==> src/rtl/acrb_pkg.sv <==
// Shared constants and carrier types of the analog control register bank.
// Assumes a 40 MHz bus clock and 16-bit registers on a 32-bit AXI4-Lite bus.
package acrb_pkg;

  ////////////////////////////////////////////////////////////////////////////
  // Register map: printed index, storage slot, byte address = 4 * index
  typedef logic [15:0] acrb_word_t;
  localparam int         ACRB_NREG        = 7;
  localparam int         ACRB_IDX_PCFG    = 32'h00;
  localparam int         ACRB_IDX_PCTL    = 32'h02;
  localparam int         ACRB_IDX_LCFG    = 32'h04;
  localparam int         ACRB_IDX_LPIN    = 32'h06;
  localparam int         ACRB_IDX_RCFG    = 32'h08;
  localparam int         ACRB_IDX_RRTE    = 32'h0A;
  localparam int         ACRB_IDX_BIAS    = 32'h0C;
  localparam int         ACRB_S_PCFG      = ACRB_IDX_PCFG / 2;
  localparam int         ACRB_S_PCTL      = ACRB_IDX_PCTL / 2;
  localparam int         ACRB_S_LCFG      = ACRB_IDX_LCFG / 2;
  localparam int         ACRB_S_LPIN      = ACRB_IDX_LPIN / 2;
  localparam int         ACRB_S_RCFG      = ACRB_IDX_RCFG / 2;
  localparam int         ACRB_S_RRTE      = ACRB_IDX_RRTE / 2;
  localparam int         ACRB_S_BIAS      = ACRB_IDX_BIAS / 2;
  localparam int         ACRB_ADDR_W      = 8;

  // Reset values, writable bits and reset-class masks, by slot
  localparam acrb_word_t ACRB_RST [ACRB_NREG] = '{16'h0100, 16'h0002,
    16'h0000, 16'hFFFF, 16'h0000, 16'h0010, 16'h1000};
  localparam acrb_word_t ACRB_WMASK [ACRB_NREG] = '{16'h0FFF, 16'hFFFF,
    16'h0011, 16'hFFFF, 16'h33F7, 16'hFFFF, 16'hFFFF};
  localparam acrb_word_t ACRB_PUC_M [ACRB_NREG] = '{16'hFFFF, 16'hFFFF,
    16'hFFFF, 16'hFFFF, 16'hFFFF, 16'hFFFF, 16'hFFFF};
  localparam acrb_word_t ACRB_POR_M [ACRB_NREG] = '{16'h0000, 16'h0000,
    16'h0000, 16'h0000, 16'h0000, 16'h0000, 16'h0000};
  localparam acrb_word_t ACRB_BOR_M [ACRB_NREG] = '{16'h0000, 16'h0000,
    16'h0000, 16'h0000, 16'h0000, 16'h0000, 16'h0000};

  ////////////////////////////////////////////////////////////////////////////
  // Field positions
  localparam int         ACRB_F_DIV       = 0;
  localparam int         ACRB_F_THR       = 3;
  localparam int         ACRB_F_HYST      = 6;
  localparam int         ACRB_F_PD        = 8;
  localparam int         ACRB_F_TEST      = 9;
  localparam int         ACRB_F_FORCE     = 10;
  localparam int         ACRB_F_SRC       = 11;
  localparam int         ACRB_F_OK        = 12;
  localparam int         ACRB_F_QUIET     = 0;
  localparam int         ACRB_F_CLSRC     = 1;
  localparam int         ACRB_F_FCLAMP    = 2;
  localparam int         ACRB_F_EXTCAP    = 3;
  localparam int         ACRB_F_RATE      = 4;
  localparam int         ACRB_F_VLVL      = 6;
  localparam int         ACRB_F_COM       = 0;
  localparam int         ACRB_F_SEG       = 4;
  localparam int         ACRB_F_TRIM      = 0;
  localparam int         ACRB_F_SHUT      = 4;
  localparam int         ACRB_F_BYP       = 5;
  localparam int         ACRB_F_SCAP      = 6;
  localparam int         ACRB_F_LCAP      = 7;
  localparam int         ACRB_F_SW        = 12;
  localparam int         ACRB_F_PAD       = 0;
  localparam int         ACRB_F_ADC       = 4;
  localparam logic [1:0] ACRB_SW_CLOSED   = 2'h3;
  localparam logic [1:0] ACRB_RESP_OKAY   = 2'h0;
  localparam logic [1:0] ACRB_RESP_SLVERR = 2'h2;

  ////////////////////////////////////////////////////////////////////////////
  // Timing: figures in their own units, cycle counts derived from them
  localparam int         ACRB_CLK_HZ      = 40_000_000;
  localparam int         ACRB_SRC_HZ      = 4_000_000;
  localparam int         ACRB_HALF_CYC    = ACRB_CLK_HZ / (2 * ACRB_SRC_HZ);
  localparam int         ACRB_RATE_SLOW_CHZ = 15625;
  localparam int         ACRB_RATE_MID_CHZ  = 31250;
  localparam int         ACRB_RATE_FAST_CHZ = 62500;
  localparam int         ACRB_SLOW_CYC    =
    (ACRB_CLK_HZ / ACRB_RATE_SLOW_CHZ) * 100;
  localparam int         ACRB_MID_CYC     =
    (ACRB_CLK_HZ / ACRB_RATE_MID_CHZ) * 100;
  localparam int         ACRB_FAST_CYC    =
    (ACRB_CLK_HZ / ACRB_RATE_FAST_CHZ) * 100;
  localparam int         ACRB_PULSE_US    = 50;
  localparam int         ACRB_PULSE_CYC   =
    ACRB_PULSE_US * (ACRB_CLK_HZ / 1_000_000);

  ////////////////////////////////////////////////////////////////////////////
  // Carrier types towards the analog blocks
  typedef struct packed {
    logic       power_down;
    logic       clock;
    logic       clamp;
    logic [2:0] threshold;
    logic [1:0] hysteresis;
    logic       ext_cap;
    logic [1:0] valid_level;
    logic       refresh_pulse;
  } acrb_pump_s;

  typedef struct packed {
    logic [3:0]  common;
    logic [11:0] segment;
  } acrb_lcd_s;

  typedef struct packed {
    logic [2:0] trim;
    logic       open;
    logic       short_vdd;
    logic       small_cap;
    logic       large_cap;
    logic       switch_closed;
    logic [3:0] pad_route;
    logic       a0_from_p3_3;
  } acrb_ldo_s;

endpackage : acrb_pkg

==> src/rtl/acrb_top.sv <==
// Analog control register bank with AXI4-Lite slave and pump sequencing.
// Assumes all inputs synchronous to aclk; resets are synchronous, active low.
`timescale 1ns/100ps

// Summary of operation
// - Normal reset restores all ordinary-class bits
// - Power-on class bits survive watchdog reset
// - Brownout class bits restored only by brownout
// - Divide field picks 4 MHz over power-of-two
// - Threshold field selects pump valid voltage
// - Power-down bit stops pump, resets to one
// - Test mode: clock follows force-clock bit
// - Source bit picks internal or external clock
// - Read-only pump valid flag, zero after reset
// - Quiet bit stops all pump clocking
// - Clamp follows power-down or force-clamp bit
// - Refresh rate field sets refresh frequency
// - Each refresh tick is one 50 us pulse
// - Pin-enable bits: four commons, twelve segments
// - Pin driven only with global LCD on
// - Trim field selects regulator output voltage
// - Shutdown opens output; bypass shorts to core
// - Bits six, seven connect calibration capacitors
// - Switch code 00 opens, 11 closes output
// - Routing bits connect regulator to four pads
// - Select bit picks converter input pad, resets one
// - Select at one routes P3.3 to input
module acrb_top
  import acrb_pkg::*;
#(
  parameter logic [19:0] REFRESH_SLOW_CYC = 20'(ACRB_SLOW_CYC),
  parameter logic [19:0] REFRESH_MID_CYC  = 20'(ACRB_MID_CYC),
  parameter logic [19:0] REFRESH_FAST_CYC = 20'(ACRB_FAST_CYC)
)
(
  input  wire logic                   aclk,
  input  wire logic                   aresetn,
  input  wire logic                   power_on_reset_n,
  input  wire logic                   brownout_reset_n,
  input  wire logic                   s_axi_awvalid,
  output      logic                   s_axi_awready,
  input  wire logic [ACRB_ADDR_W-1:0] s_axi_awaddr,
  input  wire logic                   s_axi_wvalid,
  output      logic                   s_axi_wready,
  input  wire logic [31:0]            s_axi_wdata,
  input  wire logic [3:0]             s_axi_wstrb,
  output      logic                   s_axi_bvalid,
  input  wire logic                   s_axi_bready,
  output      logic [1:0]             s_axi_bresp,
  input  wire logic                   s_axi_arvalid,
  output      logic                   s_axi_arready,
  input  wire logic [ACRB_ADDR_W-1:0] s_axi_araddr,
  output      logic                   s_axi_rvalid,
  input  wire logic                   s_axi_rready,
  output      logic [31:0]            s_axi_rdata,
  output      logic [1:0]             s_axi_rresp,
  input  wire logic                   pump_output_ok,
  input  wire logic                   pump_ext_clock,
  input  wire logic                   lcd_global_on,
  output      acrb_pump_s             pump_out,
  output      acrb_lcd_s              lcd_out,
  output      acrb_ldo_s              ldo_out
);

  ////////////////////////////////////////////////////////////////////////////
  // State of the whole block
  typedef struct packed {
    acrb_word_t [ACRB_NREG-1:0] regs;
    logic                       ok;
    logic                       aw_held;
    logic [ACRB_ADDR_W-1:0]     aw_addr;
    logic                       w_held;
    logic [15:0]                w_data;
    logic [1:0]                 w_strb;
    logic                       awready;
    logic                       wready;
    logic                       bvalid;
    logic [1:0]                 bresp;
    logic                       arready;
    logic                       rvalid;
    logic [15:0]                rdata;
    logic [1:0]                 rresp;
    logic [3:0]                 half_cnt;
    logic [7:0]                 phase;
    logic [19:0]                ref_cnt;
    logic [11:0]                pulse_cnt;
    acrb_pump_s                 pump;
    acrb_lcd_s                  lcd;
    acrb_ldo_s                  ldo;
  } acrb_state_s;

  acrb_state_s s_reg;
  acrb_state_s s_next;
  logic        any_rst;

  assign any_rst = !aresetn || !power_on_reset_n || !brownout_reset_n;

  ////////////////////////////////////////////////////////////////////////////
  // Address decode: valid flag and slot
  function automatic logic [3:0] acrb_decode(
    input logic [ACRB_ADDR_W-1:0] addr
  );
    logic [4:0] slot;
    slot = addr[ACRB_ADDR_W-1:3];
    if (addr[2:0] == 3'h0 && slot < 5'(ACRB_NREG))
    begin
      return {1'b1, slot[2:0]};
    end
    return 4'h0;
  endfunction : acrb_decode

  // Refresh period in cycles for a rate code
  function automatic logic [19:0] acrb_period(input logic [1:0] rate);
    case (rate)
      2'h0:    return REFRESH_SLOW_CYC;
      2'h3:    return REFRESH_FAST_CYC;
      default: return REFRESH_MID_CYC;
    endcase
  endfunction : acrb_period

  ////////////////////////////////////////////////////////////////////////////
  // Next-state logic
  always_comb
  begin
    logic [3:0]  dec;
    acrb_word_t  be;
    acrb_word_t  cm;
    acrb_word_t  pcfg;
    acrb_word_t  pctl;
    acrb_word_t  rcfg;
    acrb_word_t  rrte;
    logic        run;
    logic        src_clk;
    dec     = 4'h0;
    be      = 16'h0000;
    cm      = 16'h0000;
    pcfg    = 16'h0000;
    pctl    = s_reg.regs[ACRB_S_PCTL];
    rcfg    = 16'h0000;
    rrte    = 16'h0000;
    run     = 1'b0;
    src_clk = 1'b0;
    s_next  = s_reg;
    // Write response and read data handshakes complete
    if (s_reg.bvalid && s_axi_bready)
      s_next.bvalid = 1'b0;
    if (s_reg.rvalid && s_axi_rready)
      s_next.rvalid = 1'b0;
    // Address and data are captured independently
    if (s_axi_awvalid && s_reg.awready)
    begin
      s_next.aw_held = 1'b1;
      s_next.aw_addr = s_axi_awaddr;
    end
    if (s_axi_wvalid && s_reg.wready)
    begin
      s_next.w_held = 1'b1;
      s_next.w_data = s_axi_wdata[15:0];
      s_next.w_strb = s_axi_wstrb[1:0];
    end
    // Masked write, one cycle after both halves are held
    if (s_reg.aw_held && s_reg.w_held && !s_reg.bvalid)
    begin
      dec = acrb_decode(s_reg.aw_addr);
      be  = {{8{s_reg.w_strb[1]}}, {8{s_reg.w_strb[0]}}};
      if (dec[3])
      begin
        cm = be & ACRB_WMASK[dec[2:0]];
        s_next.regs[dec[2:0]] = (s_reg.regs[dec[2:0]] & ~cm) |
                                (s_reg.w_data & cm);
      end
      s_next.bresp   = dec[3] ? ACRB_RESP_OKAY : ACRB_RESP_SLVERR;
      s_next.bvalid  = 1'b1;
      s_next.aw_held = 1'b0;
      s_next.w_held  = 1'b0;
    end
    // Read capture, status bit merged into the config word
    if (s_axi_arvalid && s_reg.arready)
    begin
      dec = acrb_decode(s_axi_araddr);
      s_next.rdata = 16'h0000;
      if (dec[3])
        s_next.rdata = s_reg.regs[dec[2:0]];
      if (dec[3] && dec[2:0] == 3'(ACRB_S_PCFG))
        s_next.rdata[ACRB_F_OK] = s_reg.ok;
      s_next.rresp  = dec[3] ? ACRB_RESP_OKAY : ACRB_RESP_SLVERR;
      s_next.rvalid = 1'b1;
    end
    s_next.awready = !s_next.aw_held && !s_next.bvalid;
    s_next.wready  = !s_next.w_held && !s_next.bvalid;
    s_next.arready = !s_next.rvalid;
    s_next.ok      = pump_output_ok;
    // Half-period ticks of the 4 MHz pump source
    if (s_reg.half_cnt == 4'(ACRB_HALF_CYC - 1))
    begin
      s_next.half_cnt = 4'h0;
      s_next.phase    = s_reg.phase + 8'h01;
    end
    else
      s_next.half_cnt = s_reg.half_cnt + 4'h1;
    // Refresh period counter and pulse stretcher
    if (s_reg.ref_cnt >= acrb_period(pctl[ACRB_F_RATE +: 2]) - 20'h1)
    begin
      s_next.ref_cnt   = 20'h0;
      s_next.pulse_cnt = 12'(ACRB_PULSE_CYC);
    end
    else
    begin
      s_next.ref_cnt = s_reg.ref_cnt + 20'h1;
      if (s_reg.pulse_cnt != 12'h000)
        s_next.pulse_cnt = s_reg.pulse_cnt - 12'h001;
    end
    // Reset classes: any reset is a normal one; wider ones add bits
    if (any_rst)
    begin
      for (int i = 0; i < ACRB_NREG; i++)
      begin
        cm = ACRB_PUC_M[i];
        if (!power_on_reset_n || !brownout_reset_n)
          cm = cm | ACRB_POR_M[i];
        if (!brownout_reset_n)
          cm = cm | ACRB_BOR_M[i];
        s_next.regs[i] = (s_next.regs[i] & ~cm) | (ACRB_RST[i] & cm);
      end
      s_next.ok        = 1'b0;
      s_next.aw_held   = 1'b0;
      s_next.w_held    = 1'b0;
      s_next.awready   = 1'b0;
      s_next.wready    = 1'b0;
      s_next.bvalid    = 1'b0;
      s_next.bresp     = ACRB_RESP_OKAY;
      s_next.arready   = 1'b0;
      s_next.rvalid    = 1'b0;
      s_next.rdata     = 16'h0000;
      s_next.rresp     = ACRB_RESP_OKAY;
      s_next.half_cnt  = 4'h0;
      s_next.phase     = 8'h00;
      s_next.ref_cnt   = 20'h0;
      s_next.pulse_cnt = 12'h000;
    end
    // Analog outputs from the next register contents
    pcfg = s_next.regs[ACRB_S_PCFG];
    pctl = s_next.regs[ACRB_S_PCTL];
    rcfg = s_next.regs[ACRB_S_RCFG];
    rrte = s_next.regs[ACRB_S_RRTE];
    src_clk = pcfg[ACRB_F_SRC] ? pump_ext_clock
              : s_next.phase[pcfg[ACRB_F_DIV +: 3]];
    run = pcfg[ACRB_F_TEST] ? pcfg[ACRB_F_FORCE]
                            : !s_next.ok;
    run = run && !pcfg[ACRB_F_PD] && !pctl[ACRB_F_QUIET];
    s_next.pump.power_down  = pcfg[ACRB_F_PD];
    s_next.pump.clock       = run && src_clk && !any_rst;
    s_next.pump.clamp       = pctl[ACRB_F_CLSRC] ? pcfg[ACRB_F_PD]
      : pctl[ACRB_F_FCLAMP];
    s_next.pump.threshold   = pcfg[ACRB_F_THR +: 3];
    s_next.pump.hysteresis  = pcfg[ACRB_F_HYST +: 2];
    s_next.pump.ext_cap     = pctl[ACRB_F_EXTCAP];
    s_next.pump.valid_level = pctl[ACRB_F_VLVL +: 2];
    s_next.pump.refresh_pulse = s_next.pulse_cnt != 12'h000;
    s_next.lcd.common  = s_next.regs[ACRB_S_LPIN][ACRB_F_COM +: 4] &
                         {4{lcd_global_on}};
    s_next.lcd.segment = s_next.regs[ACRB_S_LPIN][ACRB_F_SEG +: 12] &
                         {12{lcd_global_on}};
    s_next.ldo.trim          = rcfg[ACRB_F_TRIM +: 3];
    s_next.ldo.open          = rcfg[ACRB_F_SHUT];
    s_next.ldo.short_vdd     = rcfg[ACRB_F_BYP] && !rcfg[ACRB_F_SHUT];
    s_next.ldo.small_cap     = rcfg[ACRB_F_SCAP];
    s_next.ldo.large_cap     = rcfg[ACRB_F_LCAP];
    s_next.ldo.switch_closed =
      rcfg[ACRB_F_SW +: 2] == ACRB_SW_CLOSED;
    s_next.ldo.pad_route     = rrte[ACRB_F_PAD +: 4];
    s_next.ldo.a0_from_p3_3  = rrte[ACRB_F_ADC];
  end

  // State register
  always_ff @(posedge aclk)
  begin
    s_reg <= s_next;
  end

  ////////////////////////////////////////////////////////////////////////////
  // Output ports straight from the state register
  assign s_axi_awready = s_reg.awready;
  assign s_axi_wready  = s_reg.wready;
  assign s_axi_bvalid  = s_reg.bvalid;
  assign s_axi_bresp   = s_reg.bresp;
  assign s_axi_arready = s_reg.arready;
  assign s_axi_rvalid  = s_reg.rvalid;
  assign s_axi_rdata   = {16'h0000, s_reg.rdata};
  assign s_axi_rresp   = s_reg.rresp;
  assign pump_out      = s_reg.pump;
  assign lcd_out       = s_reg.lcd;
  assign ldo_out       = s_reg.ldo;

  logic [11:0] hi_cnt;
  always_ff @(posedge aclk)
    hi_cnt <= s_reg.pump.refresh_pulse ? hi_cnt + 12'h001 : 12'h000;
endmodule : acrb_top

==> config.mk <==
export PLATFORM = sky130hd
export DESIGN_NAME = acrb_top
export DESIGN_NICKNAME = d
export VERILOG_FILES = /design/src/rtl/acrb_pkg.sv /design/src/rtl/acrb_top.sv
export SDC_FILE = /design/constraint.sdc
export NUM_CORES = 1
export LEC_CHECK = 0
export ABC_AREA = 0
export BUFFER_PORTS_ARGS = -buffer_cell sky130_fd_sc_hd__buf_2
export CORE_AREA = 2 2 167 120
export DETAILED_ROUTE_END_ITERATION = 7
export DIE_AREA = 0 0 169 122
export GPL_TIMING_DRIVEN = 0
export PLACE_DENSITY_LB_ADDON = 0.08
export SYNTH_ARGS = -nofsm -noshare
export SYNTH_HDL_FRONTEND = slang
export SYNTH_SLANG_ARGS = --single-unit
==> constraint.sdc <==
create_clock -name aclk -period 8.6 [get_ports aclk]
set_input_delay 0 -clock aclk [delete_from_list [all_inputs] [get_ports aclk]]
set_output_delay 0 -clock aclk [all_outputs]
set_load 0.01 [all_outputs]
; ---- Word-level counts from Yosys, hierarchy flattened
; Memories as Yosys holds them, arrays and structs flattened.
; Index checks and enable logic that the tools add are counted.
[op_classes]
n_eq_ne = 3
order_cmp = 8
reduce_logical = 41
addsub = 5
n_bitwise = 21
muxes = 45
[op_table]
columns = cell, n
row1 = $mux 112, 2
row2 = $and 16x16->16, 10
row3 = $mux 114, 1
row4 = $bwmux 112, 1
row5 = $mux 16, 7
row6 = $bmux 16 s3, 2
row7 = $demux 16 s3, 1
row8 = $mux 40, 1
row9 = $mux 19, 2
row10 = $pmux 18 s2, 1
row11 = $mux 32, 1
row12 = $not 16->16, 2
row13 = $or 16x16->16, 2
row14 = $mux 4, 6
row15 = $reduce_bool 12->1, 2
row16 = $add 20x1->20 const B, 1
row17 = $ge 20x20->1, 1
row18 = $sub 20x1->20 const B, 1
row19 = $logic_and 1x1->1, 18
row20 = $or 16x13->16, 1
row21 = $or 16x2->16, 1
row22 = $or 16x5->16, 1
row23 = $or 16x9->16, 1
row24 = $logic_not 1->1, 13
row25 = 23 further kinds, 44
[word_totals]
in_bits = 64
wordCells = 167
regBits = 251
out_inout_bits = 82
rom_bits = 128
n_memories = 1
[mem_list]
columns = name, depth, width, rd, rd_clocked_by_memory_dff, write_ports, line
row1 = (name not given), 8, 16, 1, 0, 0, acrb_top.sv:168  ; cm = be & ACRB_WMASK[dec[2:0]];

; ---- Logic depth before layout (Yosys ltp)
[logic_depth]
depth_word = 26
mapped_depth = 11
mapped_depth_nobuf = 10

; ---- Worst setup path before layout
; Ideal clock, no wire load.
[synth_path]
path_type = register -> register
start = register s_reg[130] in the netlist's numbering
end = register s_reg, in the netlist lcd_out[15]
period_less_slack_ns = 2.731
t_required_ns = 8.469
arrival_ns = 2.600
setup_slack_ns = 5.869
stages_incl_launch_ff = 10
path_buffers = 2
setup_time_ns = 0.131
cell_sequence = edfxtp_1 -> or4_4 -> buf_6 -> buf_6 -> nor4_4 -> o22ai_1 -> a211o_1 -> mux2_2 -> mux2i_1 -> a21boi_1
[synth_lines]
columns = element, line
row1 = start: declaration, acrb_top.sv:92  ; acrb_state_s s_reg;
row2 = start signal: assignment, acrb_top.sv:278  ; s_reg <= s_next;

==> summary.md <==
| Metric | Value |
|---|---|
| EDFF count, synth | 26 |
| Slew @ Worst Pin | 1.15 ns |
| DP Area | 12,200 um2 |
| Critical path arrival | 4.72 ns |
| Syn avg cell area | 9.01 um2 |
| CTS tree | done |
| # rows | 43 |
| Total gr overflow | 0 |
| Post-cts sizing count | 0 |
| Starting DRT DRC Count | 1,203 |
| Ys flop type | dfxtp_1 |
| DP HPWL | 26,200 um |
| Area share of the largest cell type after synthesis | 0.360 |
| Core area | 19,300 um2 |
| Area of the multi-input gates | 5500 um2 |
| Finish-stage setup viols | 0 |
| Status | completed |
| Post-Syn Area | 11,300 um2 |
| Worst hold path depth | 3 |
| Fin area | 13,200 um2 |
| Gr usage total | 0.350 |
| Layout cells sized above 1 | 0.209 |
| Top Ports | 146 |
| CTS H-tree lvls | 1 |
| Detailed Routing Iterations Pass 1 | 5 |
| Worst r2r dst | lcd_out[1] |
| Largest cells by area after synthesis | dfxtp_1 36%, edfxtp_1 6.9%, buf_4 5.1% |
| Setup TNS | 0 ns |
| Netlist cell types | 84 |
| Die Y | 122 um |
| Slew Viols, Final | 0 |
| Worst-path maximum fanout | 10 |
| Hold path startpoint | aresetn |
| Most frequent cells in the layout | 203 x dfxtp_1, 135 x nor2_1, 123 x buf_2 |
| Clk root buf | clkbuf_16 |
| Clk_skew | 0.0180 ns |
| Worst Reg2Reg Path Length in Cells | 10 |
| Maximum VDD drop | 195 uV |
| Worst reg2reg setup slack | 4.23 ns |
| Hold Fails Final Rpt | 0 |
| Worst-path clk slew | 0.06 ns |
| Critical path origin | s_reg[134] |
| Leak | 0.00548 uW |
| IO Port Bufs | 108 |
| Vias in the first global route | 9,277 |
| Ys Warns | 0 |
| Filler cells | 1,576 |
| First-pass GRT wire length | 54,600 um |
| NetSw | 520 uW |
| Initial core utilization | 0.585 |
| Combinational fraction of design power | 0.069 |
| Die W | 169 um |
| # nets final | 1,517 |
| Largest register FFs | 174 |
| Post-Syn Instances | 1,252 |
| Fmax | 229 MHz |
| Final wirelength | 36,300 um |
| Routability congestion estimate | 1.02 |
| Number of diodes | 0 |
| FF+latch count, synth | 229 |
| CTS sink count | 229 |
| Post-CTS Setup Bufs | 0 |
| Wire length per cell | 21.4 um |
| Worst Path Class, Setup | flop to flop |
| Largest net degree at the start of global routing | 21 |
| Seq pwr share | 0.493 |
| Final Cycle Share | 0.508 |
| Net switching share of the total power | 0.234 |
| Setup crit end kind | flop |
| Num CTS Buffers | 23 |
| Path category of the worst min-delay check | input pin to flop |
| DR DRC count | 0 |
| Layout area overhead | 17.4% |
| Yosys top cell by area | dfxtp_1 |
| Clk_lat worst skew | 0.52 ns |
| Full die area | 20,600 um2 |
| RSZ-0062 raised after global routing | no |
| Min Tclk post-route | 4.37 ns |
| Sequential share of the synthesized area | 0.430 |
| Internal power | 1700 uW |
| Max-cap violations | 0 |
| Most common cell after layout, fill and taps aside | dfxtp_1 |
| Antenna viol nets, final | 0 |
| Sequential Area | 4840 um2 |
| PwrDens | 168 nW/um2 |
| Headroom to the max-slew limit | 0.232 |
| CP startpoint kind | flop |
| WP data required | 8.95 ns |
| Clock buffer depth | 3 |
| Initial antenna violation count | 0 |
| Post-synth ARST share | 0 |
| Via Count | 10,197 |
| Vias/cell | 6.00 |
| Reg2reg start | s_reg[134] |
| Power share of the clock group | 0.438 |
| Worst setup path endpoint | lcd_out[1] |
## area by class of cell
| type | instances | share of cell area |
|---|---|---|
| clock inverters | 9 | 0.00557 |
| well taps | 247 | 0.0233 |
| inverters | 29 | 0.00822 |
| clock buffers | 32 | 0.0483 |
| multi-input cells | 860 | 0.415 |
| flip-flops and latches | 229 | 0.366 |
| repair buffers | 141 | 0.0658 |
| plain buffers | 153 | 0.0678 |
## what timing repair did
item	in CTS	in global routing
hold buffers	33	0
hold endpoints to repair	41	0
setup endpoints to repair	0	0
## stage by stage
stage	std cells	hold slack (ns)	total power (uW)	util	setup WS (ns)
CTS	1700	0.00819	2210	0.687	4.46
global placement	1626	0.177	1250	0.633	4.41
finish	1700	0.00319	2220	0.687	4.23
global route	1700	0.0188	2280	0.687	4.24
detailed placement	1626	0.178	1250	0.633	4.47
floorplan	1271	0.0989	1210	-	5.87
## metal layers
metal  global-route usage  wire, um  vias to the layer above  part of all wire
met1                0.509     16400                     4746              0.45
met3                0.118      4770                       85              0.13
met5               0.0314        85                        -            0.0023
met2                0.485     14000                      634              0.38
li1                     -         -                     4730                 -
met4                0.108      1150                        2             0.032
## logic make-up (layout without fill, tap and decap cells)
logic type / count (synthesis) / count (layout) / synth area share
AND/OR/NAND/NOR: 410 / 410 / 0.176
AO/OA/AOI/OAI: 298 / 298 / 0.183
flip-flops: 229 / 229 / 0.430
buffers and inverters: 182 / 364 / 0.0892
multiplexers: 83 / 83 / 0.0781
XOR/XNOR: 33 / 33 / 0.0256
adder cells (fa/ha/maj): 16 / 16 / 0.0178
other: 1 / 20 / 0.000333
## synthesized netlist by cell type (all sizes together), types with 4 or more instances
cell type  number
or4             5
nor3b           4
or3             5
nor2b           8
a211oi         37
nor2          135
and2           38
o41ai           5
a21o           14
o22ai          32
nor4           11
and3           11
nand4           5
nor3           20
xnor2          16
nand2         111
o21ai          27
nand3b          4
inv            29
dfxtp         203
a211o           4
a311oi          4
nand3          37
ha             16
nand2b          9
edfxtp         26
a31oi          11
a221oi         20
mux2           40
xor2           17
o211ai         16
buf            99
mux2i          43
clkbuf         54
a21oi          96
a21boi          7
## how the worst min path moves through the flow
| stage | endpoint | slack (ns) |
|---|---|---|
| finish | s_reg[79] | 0.003 |
| global placement | s_reg[131] | 0.18 |
| detailed placement | s_reg[130] | 0.18 |
| CTS | s_axi_rdata[14] | 0.008 |
| global route | s_reg[79] | 0.02 |
| floorplan | s_reg[110] | 0.1 |
## power groups by stage
stage               sequential, uW  combinational, uW  clock [uW]
finish                        1100                153         972
global route                  1100                165        1020
CTS                           1100                147         969
detailed placement            1120                135           0
global placement              1120                135           0
floorplan                     1120               90.3           0
## critical path, stage by stage, from the launching register on
cell      delay (ns)
edfxtp_1        0.45
a211oi_1        0.98
nand2_1         0.35
buf_2           0.35
buf_2           0.31
mux2i_1         0.34
o22ai_1         0.13
a221oi_1        0.43
a21oi_1         0.38
mux2i_1         0.34
a21boi_1        0.12
No activity file was read; power rests on OpenSTA's default activity.
